$ cat src/verilog/cmh_pkg.sv
package cmh_pkg;
    // register byte offsets (own map over the plain register port)
    localparam logic [7:0] ADDR_PEAK     = 8'h00; // ovld[7:6] en[5:4] per[1:0]
    localparam logic [7:0] ADDR_OVLD_PCT = 8'h04; // code in [7:3]
    localparam logic [7:0] ADDR_MODE     = 8'h08; // mode control bits
    localparam logic [7:0] ADDR_HOT_EN   = 8'h0C; // event enables [7:0]
    localparam logic [7:0] ADDR_HOT_CFG  = 8'h10; // ext[6] width[5:4] latch[3]
    localparam logic [7:0] ADDR_HOT_STAT = 8'h14; // nine status bits
    localparam logic [7:0] ADDR_LIMITS   = 8'h18; // prog limit / effective
    localparam logic [7:0] ADDR_STATE    = 8'h1C; // live state, read only

    // mode register bit positions
    localparam int B_LEARN     = 0;
    localparam int B_SHIP      = 1;
    localparam int B_PASS      = 2;
    localparam int B_LATCHOFF  = 3;
    localparam int B_SUP_DIS   = 4;
    localparam int B_REV_EN    = 5;
    localparam int B_OPT_EN    = 6;
    localparam int B_EXT_EN    = 7;
    localparam int B_PIN_PASS  = 8;
    localparam int B_LOWPWR    = 9;
    localparam int B_CMP_SYS   = 10;
    localparam int MODE_W      = 11;
    localparam logic [MODE_W-1:0] MODE_RST = 11'h090; // disable + ext pin

    // hot config fields
    localparam int HC_EXT   = 6;
    localparam int HC_WHI   = 5;
    localparam int HC_WLO   = 4;
    localparam int HC_LATCH = 3;
    localparam logic [7:0] HOT_CFG_RST = 8'h10;

    // event indexes (status bit order); bit 8 is support exit
    localparam int EV_INPUT_VOLTAGE_REGULATION_EVENT = 7;
    localparam int EV_EXIT   = 8;
    localparam int NEV       = 9;

    // overload percentage coding
    localparam logic [8:0] PCT_BASE  = 9'h06E; // 110
    localparam logic [8:0] PCT_STEP  = 9'h005;
    localparam logic [8:0] PCT_BASE2 = 9'h0FA; // 250
    localparam logic [8:0] PCT_STEP2 = 9'h032;
    localparam logic [4:0] PCT_SPLIT = 5'h19;  // first 50% step code
    localparam logic [4:0] PCT_TOP   = 5'h1D;  // 450 and above clamp

    // timing in milliseconds; 10 MHz clock
    localparam int CLK_HZ      = 10_000_000;
    localparam int MS_CYC      = CLK_HZ / 1000;
    localparam int SHIP_MS     = 120;
    localparam int SHIP_CYC    = SHIP_MS * MS_CYC;
    localparam int OVLD_MS0    = 1;   // overload duration per code, ms
    localparam int PER_MS0     = 1;   // peak period per code, ms
    localparam int HOT_W_MS0   = 10;  // pulse width base, ms
    localparam int CNT_W       = 24;
endpackage : cmh_pkg

$ cat src/verilog/cmh_ctrl.sv
// The address-and-strobe port and the address map are this design's own decisions.
`timescale 1ns/1ps
module cmh_ctrl #(
    parameter int SHIP_CYCLES = cmh_pkg::SHIP_CYC,
    parameter int MS_CYCLES   = cmh_pkg::MS_CYC
) (
    input  wire logic        mclk,
    input  wire logic        rst,
    input  wire logic [7:0]  addr,
    input  wire logic [15:0] wdata,
    input  wire logic        wr,
    input  wire logic        rd,
    output logic      [15:0] rdata,
    input  wire logic        batt_discharging,
    input  wire logic        sys_droop,
    input  wire logic        at_dc_limit,
    input  wire logic        load_high,
    input  wire logic        reverse_support_pin,
    input  wire logic        limit_highz_pin,
    input  wire logic        battery_present_pin,
    input  wire logic        adapter_present_flag,
    input  wire logic        comparator_output,
    input  wire logic        input_overvoltage,
    input  wire logic        system_overvoltage,
    input  wire logic        thermal_shutdown,
    input  wire logic        battery_overcurrent,
    input  wire logic        input_overcurrent,
    input  wire logic        peak_over_limit,
    input  wire logic        avg_over_limit,
    input  wire logic        discharge_over_limit,
    input  wire logic        sys_below_alert_level,
    input  wire logic        input_voltage_low,
    input  wire logic [7:0]  optimizer_limit,
    output logic             overload_active,
    output logic [8:0]       overload_pct,
    output logic             min_voltage_support,
    output logic             processor_hot_alert_n,
    output logic             pass_through,
    output logic             high_sides_on,
    output logic             converter_off,
    output logic             charge_good_output,
    output logic             ship_discharge,
    output logic             battery_switch_on
);
    logic [7:0]          peak_r;
    logic [4:0]          pct_code_r;
    logic [cmh_pkg::MODE_W-1:0] mode_r;
    logic [7:0]          hot_en_r;
    logic [7:0]          hot_cfg_r;
    logic [8:0]          stat_r;
    logic [7:0]          prog_lim_r;
    logic [7:0]          eff_lim_r;
    logic                support_r;
    logic                latched_r;
    logic                cmp_d_r;
    logic                bat_d_r;
    logic                ac_d_r;
    logic                sup_d_r;
    logic                fault_latched_r;
    logic                peak_on_r;
    logic [cmh_pkg::CNT_W-1:0] peak_cnt_r;
    logic [cmh_pkg::CNT_W-1:0] hot_cnt_r;
    logic [cmh_pkg::CNT_W-1:0] ship_cnt_r;
    logic                hot_r;
    logic                hold_r;

    // overload code to percent
    function automatic logic [8:0] pct_of(input logic [4:0] c);
        logic [4:0] k;
        k = (c > cmh_pkg::PCT_TOP) ? cmh_pkg::PCT_TOP : c;
        if (k < cmh_pkg::PCT_SPLIT) begin
            pct_of = cmh_pkg::PCT_BASE + 9'(k) * cmh_pkg::PCT_STEP;
        end else begin
            pct_of = cmh_pkg::PCT_BASE2
                   + 9'(k - cmh_pkg::PCT_SPLIT) * cmh_pkg::PCT_STEP2;
        end
    endfunction : pct_of

    // ms code (0..3) to cycle count
    function automatic logic [cmh_pkg::CNT_W-1:0] ms_cyc(
        input logic [1:0] c, input int base);
        ms_cyc = cmh_pkg::CNT_W'((int'(c) + 1) * base * MS_CYCLES);
    endfunction : ms_cyc

    wire wr_mode   = wr && addr == cmh_pkg::ADDR_MODE;
    wire wr_hotcfg = wr && addr == cmh_pkg::ADDR_HOT_CFG;
    wire rd_stat   = rd && addr == cmh_pkg::ADDR_HOT_STAT;

    wire any_fault = input_overvoltage | system_overvoltage
                   | thermal_shutdown | battery_overcurrent;
    wire cmp_fall  = cmp_d_r & ~comparator_output;
    wire force_lo  = mode_r[cmh_pkg::B_LATCHOFF] & cmp_fall;
    wire bat_gone  = bat_d_r & ~battery_present_pin;
    // low power watch bypasses the enables, which the host leaves at zero
    wire lp_cmp    = mode_r[cmh_pkg::B_LOWPWR] & mode_r[cmh_pkg::B_CMP_SYS]
                   & ~comparator_output;

    // raw events, bit order matches status layout
    logic [cmh_pkg::NEV-1:0] ev;
    always_comb begin
        ev    = '0;
        ev[0] = peak_over_limit;
        ev[1] = avg_over_limit;
        ev[2] = discharge_over_limit;
        ev[3] = sys_below_alert_level;
        ev[4] = ac_d_r & ~adapter_present_flag;
        ev[5] = bat_gone;
        ev[6] = cmp_fall | lp_cmp;
        ev[cmh_pkg::EV_INPUT_VOLTAGE_REGULATION_EVENT] = input_voltage_low;
        ev[cmh_pkg::EV_EXIT]   = sup_d_r & ~support_r;
    end
    wire [cmh_pkg::NEV-1:0] ev_en = (ev & {1'b1, hot_en_r})
                                  | {2'b00, lp_cmp, 6'h00};
    wire trig = |ev_en;

    // registers written by the host
    always_ff @(posedge mclk) begin
        if (rst) begin
            peak_r     <= '0;
            pct_code_r <= '0;
            hot_en_r   <= '0;
            prog_lim_r <= '0;
        end else if (wr) begin
            unique case (addr)
                cmh_pkg::ADDR_PEAK:     peak_r     <= wdata[7:0];
                cmh_pkg::ADDR_OVLD_PCT: pct_code_r <= wdata[7:3];
                cmh_pkg::ADDR_HOT_EN:   hot_en_r   <= wdata[7:0];
                cmh_pkg::ADDR_LIMITS:   prog_lim_r <= wdata[7:0];
                default: ;
            endcase
        end
    end

    // mode bits with hardware sets and clears; hardware wins over host write
    always_ff @(posedge mclk) begin
        if (rst) begin
            mode_r <= cmh_pkg::MODE_RST;
        end else begin
            if (wr_mode) mode_r <= wdata[cmh_pkg::MODE_W-1:0];
            if (any_fault | force_lo)
                mode_r[cmh_pkg::B_SUP_DIS] <= 1'b1;
            if (any_fault | input_overcurrent | force_lo)
                mode_r[cmh_pkg::B_PASS] <= 1'b0;
            if (ship_cnt_r == cmh_pkg::CNT_W'(1))
                mode_r[cmh_pkg::B_SHIP] <= 1'b0;
            if (bat_gone)
                mode_r[cmh_pkg::B_LEARN] <= 1'b0;
        end
    end

    // edge history
    always_ff @(posedge mclk) begin
        if (rst) begin
            cmp_d_r <= 1'b1;
            bat_d_r <= 1'b1;
            ac_d_r  <= 1'b1;
            sup_d_r <= 1'b0;
        end else begin
            cmp_d_r <= comparator_output;
            bat_d_r <= battery_present_pin;
            ac_d_r  <= adapter_present_flag;
            sup_d_r <= support_r;
        end
    end

    // support mode entry and exit
    always_ff @(posedge mclk) begin
        if (rst) begin
            support_r <= 1'b0;
        end else begin
            support_r <= ~mode_r[cmh_pkg::B_SUP_DIS]
                       & ~mode_r[cmh_pkg::B_REV_EN]
                       & reverse_support_pin;
        end
    end

    // forced latch-off, held until host clears the enable
    always_ff @(posedge mclk) begin
        if (rst) begin
            fault_latched_r <= 1'b0;
        end else if (force_lo) begin
            fault_latched_r <= 1'b1;
        end else if (!mode_r[cmh_pkg::B_LATCHOFF]) begin
            fault_latched_r <= 1'b0;
        end
    end

    // peak power cycle: overload then relax
    wire [cmh_pkg::CNT_W-1:0] t_ovld =
        ms_cyc(peak_r[7:6], cmh_pkg::OVLD_MS0);
    wire [cmh_pkg::CNT_W-1:0] t_per  =
        ms_cyc(peak_r[1:0], cmh_pkg::PER_MS0);
    wire peak_en = |peak_r[5:4];
    always_ff @(posedge mclk) begin
        if (rst) begin
            peak_on_r  <= 1'b0;
            peak_cnt_r <= '0;
        end else if (!peak_en) begin
            peak_on_r  <= 1'b0;
            peak_cnt_r <= '0;
        end else if (!peak_on_r) begin
            if ((batt_discharging | sys_droop) & at_dc_limit) begin
                peak_on_r  <= 1'b1;
                peak_cnt_r <= '0;
            end
        end else if (peak_cnt_r + 1'b1 >= t_per) begin
            peak_cnt_r <= '0;
            peak_on_r  <= load_high;
        end else begin
            peak_cnt_r <= peak_cnt_r + 1'b1;
        end
    end
    // equal duration and period leaves overload on all cycle
    wire ovld_now = peak_on_r & (peak_cnt_r < t_ovld || t_ovld >= t_per);

    // alert pulse, extension and host latch
    always_ff @(posedge mclk) begin
        if (rst) begin
            hot_r     <= 1'b0;
            hot_cnt_r <= '0;
        end else if (trig & ~hot_r) begin
            hot_r     <= 1'b1;
            hot_cnt_r <= ms_cyc(hot_cfg_r[cmh_pkg::HC_WHI:cmh_pkg::HC_WLO],
                                cmh_pkg::HOT_W_MS0);
        end else if (hot_cnt_r != '0) begin
            hot_cnt_r <= hot_cnt_r - 1'b1;
        end else begin
            hot_r <= trig;
        end
    end

    // sticky hold for extension or regulation/exit events
    wire hold_set = (trig & hot_cfg_r[cmh_pkg::HC_EXT])
                  | ev_en[cmh_pkg::EV_INPUT_VOLTAGE_REGULATION_EVENT]
                  | ev_en[cmh_pkg::EV_EXIT];
    always_ff @(posedge mclk) begin
        if (rst) begin
            hold_r    <= 1'b0;
            hot_cfg_r <= cmh_pkg::HOT_CFG_RST;
        end else begin
            if (wr_hotcfg) hot_cfg_r <= wdata[7:0];
            if (hold_set) begin
                hold_r <= 1'b1;
                hot_cfg_r[cmh_pkg::HC_LATCH] <= 1'b1;
            end else if (wr_hotcfg & ~wdata[cmh_pkg::HC_LATCH]) begin
                hold_r <= 1'b0;
            end
        end
    end

    // status: set wins; read clears only bits whose event is gone
    always_ff @(posedge mclk) begin
        if (rst) begin
            stat_r <= '0;
        end else if (rd_stat) begin
            stat_r <= (stat_r & ev) | ev_en;
        end else begin
            stat_r <= stat_r | ev_en;
        end
    end

    // effective limit report
    always_ff @(posedge mclk) begin
        if (rst) begin
            eff_lim_r <= '0;
        end else begin
            eff_lim_r <= mode_r[cmh_pkg::B_OPT_EN] ?
                         optimizer_limit : prog_lim_r;
        end
    end

    // ship mode discharge timer
    always_ff @(posedge mclk) begin
        if (rst) begin
            ship_cnt_r <= '0;
        end else if (!mode_r[cmh_pkg::B_SHIP]) begin
            ship_cnt_r <= '0;
        end else if (ship_cnt_r == '0 && !ship_discharge) begin
            ship_cnt_r <= cmh_pkg::CNT_W'(SHIP_CYCLES);
        end else if (ship_cnt_r != '0) begin
            ship_cnt_r <= ship_cnt_r - 1'b1;
        end
    end

    wire pt_req = mode_r[cmh_pkg::B_PASS] & mode_r[cmh_pkg::B_PIN_PASS]
                & ~mode_r[cmh_pkg::B_EXT_EN] & ~limit_highz_pin;
    wire learn  = mode_r[cmh_pkg::B_LEARN] & battery_present_pin;

    // registered outputs
    always_ff @(posedge mclk) begin
        if (rst) begin
            overload_active       <= 1'b0;
            overload_pct          <= cmh_pkg::PCT_BASE;
            min_voltage_support   <= 1'b0;
            processor_hot_alert_n <= 1'b1;
            pass_through          <= 1'b0;
            high_sides_on         <= 1'b0;
            converter_off         <= 1'b0;
            charge_good_output    <= 1'b1;
            ship_discharge        <= 1'b0;
            battery_switch_on     <= 1'b0;
        end else begin
            overload_active       <= ovld_now;
            overload_pct          <= pct_of(pct_code_r);
            min_voltage_support   <= support_r;
            processor_hot_alert_n <= ~(hot_r | hold_r);
            pass_through          <= pt_req & ~fault_latched_r;
            high_sides_on         <= pt_req & ~fault_latched_r;
            converter_off         <= fault_latched_r | learn;
            charge_good_output    <= ~fault_latched_r;
            ship_discharge        <= ship_cnt_r != '0;
            battery_switch_on     <= learn;
        end
    end

    // read port, data one cycle after strobe
    always_ff @(posedge mclk) begin
        if (rst) begin
            rdata <= '0;
        end else if (rd) begin
            unique case (addr)
                cmh_pkg::ADDR_PEAK:     rdata <= {8'h00, peak_r};
                cmh_pkg::ADDR_OVLD_PCT: rdata <= {8'h00, pct_code_r, 3'h0};
                cmh_pkg::ADDR_MODE:     rdata <= 16'(mode_r);
                cmh_pkg::ADDR_HOT_EN:   rdata <= {8'h00, hot_en_r};
                cmh_pkg::ADDR_HOT_CFG:  rdata <= {8'h00, hot_cfg_r};
                cmh_pkg::ADDR_HOT_STAT: rdata <= 16'(stat_r);
                cmh_pkg::ADDR_LIMITS:   rdata <= {eff_lim_r, prog_lim_r};
                cmh_pkg::ADDR_STATE:    rdata <= {12'h000, support_r,
                                          fault_latched_r, hold_r, peak_on_r};
                default:                rdata <= '0;
            endcase
        end else begin
            rdata <= '0;
        end
    end
endmodule : cmh_ctrl

$ cat config.mk
export PLATFORM = sky130hd
export DESIGN_NAME = cmh_ctrl
export DESIGN_NICKNAME = d
export VERILOG_FILES = /design/src/verilog/cmh_pkg.sv /design/src/verilog/cmh_ctrl.sv
export SDC_FILE = /design/constraint.sdc
export NUM_CORES = 1
export LEC_CHECK = 0
export BUFFER_PORTS_ARGS = -buffer_cell sky130_fd_sc_hd__buf_2
export CAP_MARGIN = 20
export CORE_ASPECT_RATIO = 0.75
export CORE_UTILIZATION = 30
export DETAILED_ROUTE_END_ITERATION = 12
export GPL_TIMING_DRIVEN = 0
export SKIP_CTS_REPAIR_TIMING = 1
export SLEW_MARGIN = 25
export SYNTH_ARGS = -nofsm -noshare
export SYNTH_HDL_FRONTEND = slang
export SYNTH_SLANG_ARGS = --single-unit
$ cat constraint.sdc
create_clock -name mclk -period 5.1 [get_ports mclk]
set_input_delay 1.02 -clock mclk [delete_from_list [all_inputs] [get_ports mclk]]
set_output_delay 1.02 -clock mclk [all_outputs]
set_load 0.005 [all_outputs]
==> results of run 1 <==
-- state kept, by name (all words and copies together) (netlist names), 9 cells and up --
register	flops
ship_cnt_r	24
mode_r	11
hot_cnt_r	24
rdata	16
stat_r	9
overload_pct	9
peak_cnt_r	24
-- final cells by class --
type	instances	area share (%)
sequential	178	32.4
inverter	39	1.33
buffer	57	2.23
tap	406	4.62
timing repair buffer	81	3.69
clock inverter	15	1.33
antenna	3	0.0683
multi-input combinational	833	50.5
clock buffer	17	3.87
-- cell usage in the layout (no fill, tap or decap), types with 7 or more instances in the layout --
master     netlist  routed
nand2_1        115     115
a211oi_1        20      20
buf_2            2      83
or4_1            8       8
nor2_1         103     103
nor2b_1         13      13
o21a_1           8       8
nor3_1          43      43
clkbuf_1        47      47
a21oi_1         79      79
dfxtp_1        178     178
nand3_1         55      55
a222oi_1         7       7
and3_1          15      15
a22oi_1         25      25
clkbuf_16        0      17
ha_1            80      80
xnor2_1         44      44
a31oi_1         15      15
and2_1           8       8
a32oi_1         11      11
o21ai_0         27      27
xor2_1          25      25
mux2i_1         13      13
nor4_1          12      12
nand2b_1        14      14
inv_1           39      39
-- where the power goes --
| part | leakage [nW] | internal (mW) | total [mW] | switching, mW |
|---|---|---|---|---|
| clock | 0.266 | 0.648 | 1.30 | 0.652 |
| sequential | 1.44 | 1.45 | 1.51 | 0.0593 |
| combinational | 2.50 | 0.199 | 0.487 | 0.288 |
| total | 4.20 | 2.30 | 3.30 | 0.999 |
-- worst min path at each step --
stage	slack [ns]	to	cells past startpoint
floorplan	0.40	charge_good_output$_SDFF_PP1_	1
CTS	0.43	rdata[12]$_SDFF_PP0_	1
finish	0.43	rdata[12]$_SDFF_PP0_	1
global placement	0.41	rdata[11]$_SDFF_PP0_	1
detailed placement	0.41	rdata[12]$_SDFF_PP0_	1
global route	0.45	rdata[14]$_SDFF_PP0_	1
-- logic make-up (layout without fill, tap and decap cells) --
kind of cell	after synthesis	after routing	synth area share [%]
compound gates	230	230	16.2
simple gates	433	433	22.6
xor+xnor	69	69	6.36
buf+inv	96	209	4.12
mux	15	15	1.61
other cells	1	4	0.0395
fa+ha+maj	85	85	11.6
flops	178	178	37.5
-- metal layers --
layer / GRT usage, % / wire, um
met2: 25.0 / 11500
met1: 25.8 / 14000
met5: 0 / 24
met3: 4.05 / 2040
met4: 4.73 / 335
==> flow_summary.yaml, run 1 <==
run_status:
  outcome: "finished clean"
synth:
  synth_flop_cell: "dfxtp_1"
  yosysSeqAreaShare_pct: 37.5
  ys_seq_elements: 178
  yosysMostFrequentCell: "dfxtp_1"
  synth.top_cells.by_area: "dfxtp_1, ha_1, nand2_1"
  synthesis.nets: 1247
  synth_async_sr_flop_share_pct: 0
  yosys_warnings: 0
  synthCells: 1107
  synth_edf_count: 0
  synth.cell_area_mm2: 0.00951
  synth_cell_types: 67
  postSynthAreaPerCell_um2: 8.59
  yosysTopAreaCellShare_pct: 37.5
  synth_top_cell_by_area: "dfxtp_1"
  ys_top_cells_by_count: "dfxtp_1, nand2_1, nor2_1"
setup_path:
  rr_startpoint: "pct_code_r[3]$_SDFFE_PP0P_"
  crit_slowest_cell: "a41oi_1"
  crit_fanout: 10
  crit_start: "pct_code_r[3]$_SDFFE_PP0P_"
  r2r_end: "overload_pct[8]$_SDFF_PP0_"
  cp.buffers_inverters: 1
  rr_worst_depth: 14
  cp.depth: 14
  critical_path_arrival_ns: 4.88
  cp-start-kind: "register"
  cp-end-kind: "register"
  path_class: "reg2reg"
  required_ns: 5.39
  cp_common_cell: "ha_1"
  critPathMaxStageDelay_ns: 0.81
  crit_chain: "clkbuf_1, a41oi_1, ha_1, xor2_1, ha_1, ha_1, fa_1, ha_1, xor2_1, nand4b_1, xnor2_1, xnor2_1, o21ai_0, nor2_1"
  cp_top_family: "adder cells"
  crit_end: "overload_pct[8]$_SDFF_PP0_"
  rrSetupSlack_ns: 0.51
global_route:
  grt_overflow: 0
  antenna_found_initial: 5
  grt_pass1_vias: 7908
  grt_max_degree: 19
  grt_pass1_wl_um: 44300
  grt.total_usage_pct: 17.5
clock_tree:
  cts_buffers: 17
  clk_pin_slew_ns: 0.08
  clockRootBuffer: "clkbuf_16"
  htree_levels: 4
  cts_buffer_depth: 2
  tritoncts: "built"
  clkLatencyLatePin_ns: 0.44
  clock-sinks: 178
drt:
  antenna_left: 0
  vias: 8383
  routed_wl_um: 27900
  wire_per_inst_um: 17.1
  drt_iter0_drc: 978
  drc: 0
  drtPass1Iterations: 6
  viasPerCell: 5.15
finish:
  stdcell_count: 1629
  drive_gt1_share_pct: 12.4
  syn2layout_area_growth_pct: 15.7
  ff_latch_area_mm2: 0.00356
  postLayoutCellArea_mm2: 0.0110
  num-fill-cells: 3227
  post-route-util_pct: 35.2
  nets: 1347
  multiInputGateArea_mm2: 0.00555
sta:
  drv_slew: 0
  rsz0062_at_grt: "false"
  hold_viol_final: 0
  holdWs_ns: 0.428
  tightest_slew_ns: 1.06
  clock.fmax_mhz: 218
  period_share_pct: 90.0
  maxSlewHeadroom_pct: 29.1
  finClkSkew_ns: 0.00988
  finalWorstSetupSlack_ns: 0.510
  setup_viol_count_final: 0
  tns_ns: 0
  fin_crit_ns: 4.59
placed_design:
  place_inst: 1594
  portBuffers: 81
  hpwlAfterDp_um: 21100
  gp_congestion: 0.923
  place_ws_ns: 0.518
  place_area_mm2: 0.0104
die:
  num_rows: 56
  die_y_um: 156
  coreArea_mm2: 0.0313
  start_util_pct: 30.4
  die_area_mm2: 0.0324
  io_pins: 89
  die_w_um: 208
min_path:
  min_path_type: "reg2reg"
  min_from: "eff_lim_r[4]$_SDFF_PP0_"
pwr:
  power_mw: 3.30
  ir_drop_mv: 0.185
  pwr_density_cell_mw_per_mm2: 300
  leakage_nw: 4.20
run:
  cap_violations: 0
Note: power is estimated with default switching activity, not from simulation.
==> inputs of run 2 (changes only) <==
==> constraint.sdc (replaced) <==
create_clock -name mclk -period 4.2 [get_ports mclk]
set_input_delay 0.84 -clock mclk [delete_from_list [all_inputs] [get_ports mclk]]
set_output_delay 0.84 -clock mclk [all_outputs]
set_load 0.005 [all_outputs]
==> run 2 against run 1 <==
  * Critical path depth stayed put
  * Sequential share of layout area hardly changed
  * Largest power group unchanged
  * Routed wire length is 0.41% higher
  * Via count is 1.0% higher
  * Hold slack better by 0.0021 ns
  * Fmax is 18% higher
  * Critical endpoint unchanged
  * First-iteration DRC count is 11% lower
  * Final cell count is 0.18% lower
  * Die area stayed put
  * Combinational power is 22% higher
  * Sequential power is 21% higher
==> flow_summary.yaml, run 2 (same netlist as run 1, synthesis figures left out) <==
drt:
  drtPass1Iterations: 8
  wire_per_inst_um: 17.2
  routed_wl_um: 28000
  drc: 0
  drt_iter0_drc: 875
  antenna_left: 0
  viasPerCell: 5.21
  vias: 8471
clock_tree:
  cts_buffers: 17
  clockRootBuffer: "clkbuf_16"
  clock-sinks: 178
  htree_levels: 4
  cts_buffer_depth: 2
  clkLatencyLatePin_ns: 0.45
  tritoncts: "built"
  clk_pin_slew_ns: 0.08
pwr:
  pwr-share-comb_pct: 14.8
  internal-power_mw: 2.79
  seq_power_share_pct: 45.7
  leakage_nw: 4.20
  switching_share_pct: 30.4
  pwr_density_cell_mw_per_mm2: 364
  clockPowerShare_pct: 39.5
  p_sw_mw: 1.22
  ir_drop_mv: 0.225
sta:
  period_share_pct: 92.9
  finalWorstSetupSlack_ns: 0.296
  setup_viol_count_final: 0
  hold_viol_final: 0
  maxSlewHeadroom_pct: 33.1
  tightest_slew_ns: 0.996
  finClkSkew_ns: 0.0102
  fin_crit_ns: 3.90
  rsz0062_at_grt: "false"
  tns_ns: 0
  drv_slew: 0
  clock.fmax_mhz: 256
setup_path:
  rr_startpoint: "pct_code_r[3]$_SDFFE_PP0P_"
  rr_worst_depth: 14
  critical_path_arrival_ns: 4.20
  crit_slowest_cell: "dfxtp_2"
  critPathMaxStageDelay_ns: 0.53
  cp-end-kind: "register"
  path_class: "reg2reg"
  cp-start-kind: "register"
  rrSetupSlack_ns: 0.30
  r2r_end: "overload_pct[8]$_SDFF_PP0_"
  required_ns: 4.49
  cp_common_cell: "ha_1"
  crit_chain: "nand3_1, nand2_1, ha_1, xor2_2, ha_1, ha_1, fa_1, ha_1, xor2_1, nand4b_1, xnor2_1, xnor2_1, o21ai_0, nor2_1"
  crit_fanout: 10
min_path:
  hold_end: "rdata[12]$_SDFF_PP0_"
  min_path_type: "reg2reg"
  min_from: "eff_lim_r[4]$_SDFF_PP0_"
  hold_depth: 1
placed_design:
  hpwlAfterDp_um: 21100
  place_ws_ns: -0.382
  place_area_mm2: 0.0104
  gp_congestion: 0.923
  portBuffers: 81
  place_inst: 1594
finish:
  mostFrequentLayoutCell: "dfxtp_1"
  nets: 1344
  postLayoutCellArea_mm2: 0.0110
  reg.largest.list: "hot_cnt_r: 24 flops, peak_cnt_r: 24 flops, ship_cnt_r: 24 flops"
  stdcell_count: 1626
  mostFrequentLayoutCells: "dfxtp_1, nand2_1, nor2_1, buf_2, ha_1"
  syn2layout_area_growth_pct: 15.9
  drive_gt1_share_pct: 12.8
die:
  num_rows: 56
  die_area_mm2: 0.0324
  die_w_um: 208
  io_pins: 89
  die_y_um: 156
  coreArea_mm2: 0.0313
  start_util_pct: 30.4
global_route:
  antenna_found_initial: 5
  grt.total_usage_pct: 17.5
  grt_pass1_wl_um: 44300
  grt_overflow: 0
  grt_pass1_vias: 7908
  grt_max_degree: 19
run_status:
  outcome: "finished clean"
run:
  cap_violations: 0
[run 2: changes by cell type in the layout (fill, tap and decap cells not counted), sizes merged]
cell	before	now
clkbuf	66	63
[run 2: area by class of cell]
cell class	instances	area, um2
flip-flops and latches	178	3570
plain buffers	54	234
clock inverters	15	146
fillers	3222	20200
multi-input cells	833	5580
repair buffers	81	405
well taps	406	508
clock buffers	17	425
inverters	39	146
diodes	3	7.51
[run 2: how the worst max path moves through the flow]
stage	from	endpoint	cells after the start
after floorplan	pct_code_r[3]$_SDFFE_PP0P_	overload_pct[8]$_SDFF_PP0_	14
after global placement	pct_code_r[3]$_SDFFE_PP0P_	overload_pct[8]$_SDFF_PP0_	14
after detailed placement	pct_code_r[3]$_SDFFE_PP0P_	overload_pct[8]$_SDFF_PP0_	14
after CTS	pct_code_r[3]$_SDFFE_PP0P_	overload_pct[8]$_SDFF_PP0_	14
after global routing	pct_code_r[1]$_SDFFE_PP0P_	overload_pct[8]$_SDFF_PP0_	13
final	pct_code_r[3]$_SDFFE_PP0P_	overload_pct[8]$_SDFF_PP0_	14
[run 2: stage by stage]
stage                     power [mW]  hold WS (ns)  utilization (%)
after floorplan                 2.30         0.403                -
after CTS                       4.03         0.430             35.2
after global routing            4.20         0.448             35.2
final                           4.01         0.430             35.3
after global placement          2.44         0.413             33.3
after detailed placement        2.45         0.413             33.3
[run 2: power by group through the flow]
stage                     Clock [mW]  Sequential, mW  Combinational, mW
final                           1.58            1.83              0.592
after global routing            1.69            1.84              0.665
after CTS                       1.61            1.83              0.589
after detailed placement           0            1.87              0.581
after global placement             0            1.86              0.573
after floorplan                    0            1.85              0.448
[run 2: critical path, delay by kind of cell, from the launching register on]
| family | cells | cell delay (ns) |
|---|---|---|
| fa+ha+maj | 5 | 1.72 |
| xor+xnor | 4 | 0.78 |
| simple gates | 4 | 0.58 |
| flops | 1 | 0.53 |
| compound gates | 1 | 0.15 |
[run 2: routing by layer]
metal,track usage [%],wire length (um),vias to the layer above
met5,0,24,-
met1,25.8,13900,3992
li1,-,-,4142
met4,4.73,289,4
met2,25.0,11500,306
met3,4.05,2230,27
==> inputs of run 3 (changes only) <==
==> constraint.sdc (replaced) <==
create_clock -name mclk -period 4.9 [get_ports mclk]
set_input_delay 0.98 -clock mclk [delete_from_list [all_inputs] [get_ports mclk]]
set_output_delay 0.98 -clock mclk [all_outputs]
set_load 0.005 [all_outputs]
==> run 3 against run 2 <==
  * Fmax decreased by 12%
  * Global-route usage unchanged
  * Via count decreased by 0.54%
  * Critical endpoint unchanged
  * Largest cell class unchanged
==> flow_summary.yaml, run 3 (same netlist as run 1, synthesis figures left out) <==
global_route:
  grt.total_usage_pct: 17.5
  grt_max_degree: 19
  antenna_found_initial: 5
  grt_pass1_vias: 7908
  grt_overflow: 0
  grt_pass1_wl_um: 44300
setup_path:
  crit_chain: "clkbuf_1, a41oi_2, ha_1, xor2_1, ha_1, ha_1, fa_1, ha_1, xor2_1, nand4b_1, xnor2_1, xnor2_1, o21ai_0, nor2_1"
  cp-end-kind: "register"
  path_class: "reg2reg"
  crit_slowest_cell: "clkbuf_1"
  cp_common_cell: "ha_1"
  required_ns: 5.19
  critPathMaxStageDelay_ns: 0.51
  cp-start-kind: "register"
  crit_fanout: 10
  crit_start: "pct_code_r[3]$_SDFFE_PP0P_"
  rr_startpoint: "pct_code_r[3]$_SDFFE_PP0P_"
  critical_path_arrival_ns: 4.70
sta:
  rsz0062_at_grt: "false"
  maxSlewHeadroom_pct: 26.3
  drv_slew: 0
  hold_viol_final: 0
  fin_crit_ns: 4.41
  tns_ns: 0
  clock.fmax_mhz: 227
  tightest_slew_ns: 1.10
  setup_viol_count_final: 0
  period_share_pct: 90.1
  finClkSkew_ns: 0.0111
drt:
  viasPerCell: 5.17
  wire_per_inst_um: 17.1
  drt_iter0_drc: 931
  routed_wl_um: 27900
  antenna_left: 0
  drtPass1Iterations: 8
  drc: 0
  vias: 8425
finish:
  stdcell_count: 1629
  mostFrequentLayoutCells: "dfxtp_1, nand2_1, nor2_1, buf_2, ha_1"
  mostFrequentLayoutCell: "dfxtp_1"
  drive_gt1_share_pct: 12.5
  reg.largest.list: "hot_cnt_r: 24 flops, peak_cnt_r: 24 flops, ship_cnt_r: 24 flops"
  num-fill-cells: 3225
  nets: 1347
  syn2layout_area_growth_pct: 15.8
placed_design:
  hpwlAfterDp_um: 21100
  gp_congestion: 0.923
  place_inst: 1594
  portBuffers: 81
clock_tree:
  cts_buffers: 17
  cts_buffer_depth: 2
  clkLatencyLatePin_ns: 0.45
  clk_pin_slew_ns: 0.08
  clock-sinks: 178
  tritoncts: "built"
  htree_levels: 4
  clockRootBuffer: "clkbuf_16"
pwr:
  ir_drop_mv: 0.192
  pwr_density_cell_mw_per_mm2: 312
  switching_share_pct: 30.3
  clockPowerShare_pct: 39.5
  leakage_nw: 4.20
  pwr-share-comb_pct: 14.7
  seq_power_share_pct: 45.8
  p_sw_mw: 1.04
  internal-power_mw: 2.39
die:
  coreArea_mm2: 0.0313
  die_w_um: 208
  start_util_pct: 30.4
  die_area_mm2: 0.0324
  die_y_um: 156
  num_rows: 56
  io_pins: 89
min_path:
  min_from: "eff_lim_r[4]$_SDFF_PP0_"
  min_path_type: "reg2reg"
run_status:
  outcome: "finished clean"
run:
  cap_violations: 0
[run 3: changes by cell type in the layout (fill, tap and decap cells not counted), sizes merged]
cell and delta:
clkbuf +3
[run 3: routing by layer]
metal | part of all wire (%) | vias to the layer above | routed length (um) | GRT usage [%]
li1 | - | 4144 | - | -
met1 | 50 | 3961 | 13900 | 25.8
met2 | 41 | 288 | 11500 | 25.0
met3 | 7.9 | 28 | 2190 | 4.05
met4 | 1.2 | 4 | 331 | 4.73
met5 | 0.086 | - | 24 | 0
[run 3: stage by stage]
step	instance area (um2)	power [mW]	setup WS [ns]	util, %	hold WS (ns)
floorplan	9510	1.97	0.960	-	0.403
global placement	10400	2.09	0.331	33.3	0.413
detailed placement	10400	2.10	0.318	33.3	0.413
CTS	11000	3.45	0.320	35.2	0.430
global route	11000	3.60	0.176	35.2	0.448
finish	11000	3.43	0.487	35.2	0.429
[run 3: worst max-delay path, delay by kind of cell (launching register included)]
family / cells / cell delay [ns]
XOR/XNOR: 4 / 0.86
AND/OR/NAND/NOR: 2 / 0.23
buffers and inverters: 1 / 0.51
adder cells (fa/ha/maj): 5 / 1.82
AO/OA/AOI/OAI: 2 / 0.54
flip-flops: 1 / 0.31
[run 3: worst paths after layout]
| check | to | slack, ns | cells past startpoint |
|---|---|---|---|
| max | overload_pct[8]$_SDFF_PP0_ | 0.49 | 14 |
| min | rdata[12]$_SDFF_PP0_ | 0.43 | 1 |
| max reg2reg | overload_pct[8]$_SDFF_PP0_ | 0.49 | 14 |
| min reg2reg | rdata[12]$_SDFF_PP0_ | 0.43 | 1 |
[run 3: layout make-up]
| class | instances | area, um2 | area share, % |
|---|---|---|---|
| Multi-Input combinational cell | 833 | 5560 | 50.5 |
| Timing Repair Buffer | 81 | 405 | 3.68 |
| Inverter | 39 | 146 | 1.33 |
| Buffer | 57 | 245 | 2.23 |
| Clock inverter | 15 | 146 | 1.33 |
| Clock buffer | 17 | 425 | 3.87 |
| Sequential cell | 178 | 3560 | 32.4 |
| Tap cell | 406 | 508 | 4.62 |
| Antenna cell | 3 | 7.51 | 0.0682 |
[run 3: power groups by stage]
stage | clock network, mW | logic, mW | registers (mW)
after floorplan | 0 | 0.384 | 1.59
after global placement | 0 | 0.491 | 1.60
after detailed placement | 0 | 0.498 | 1.60
after CTS | 1.38 | 0.505 | 1.57
after global routing | 1.45 | 0.570 | 1.58
final | 1.35 | 0.506 | 1.57
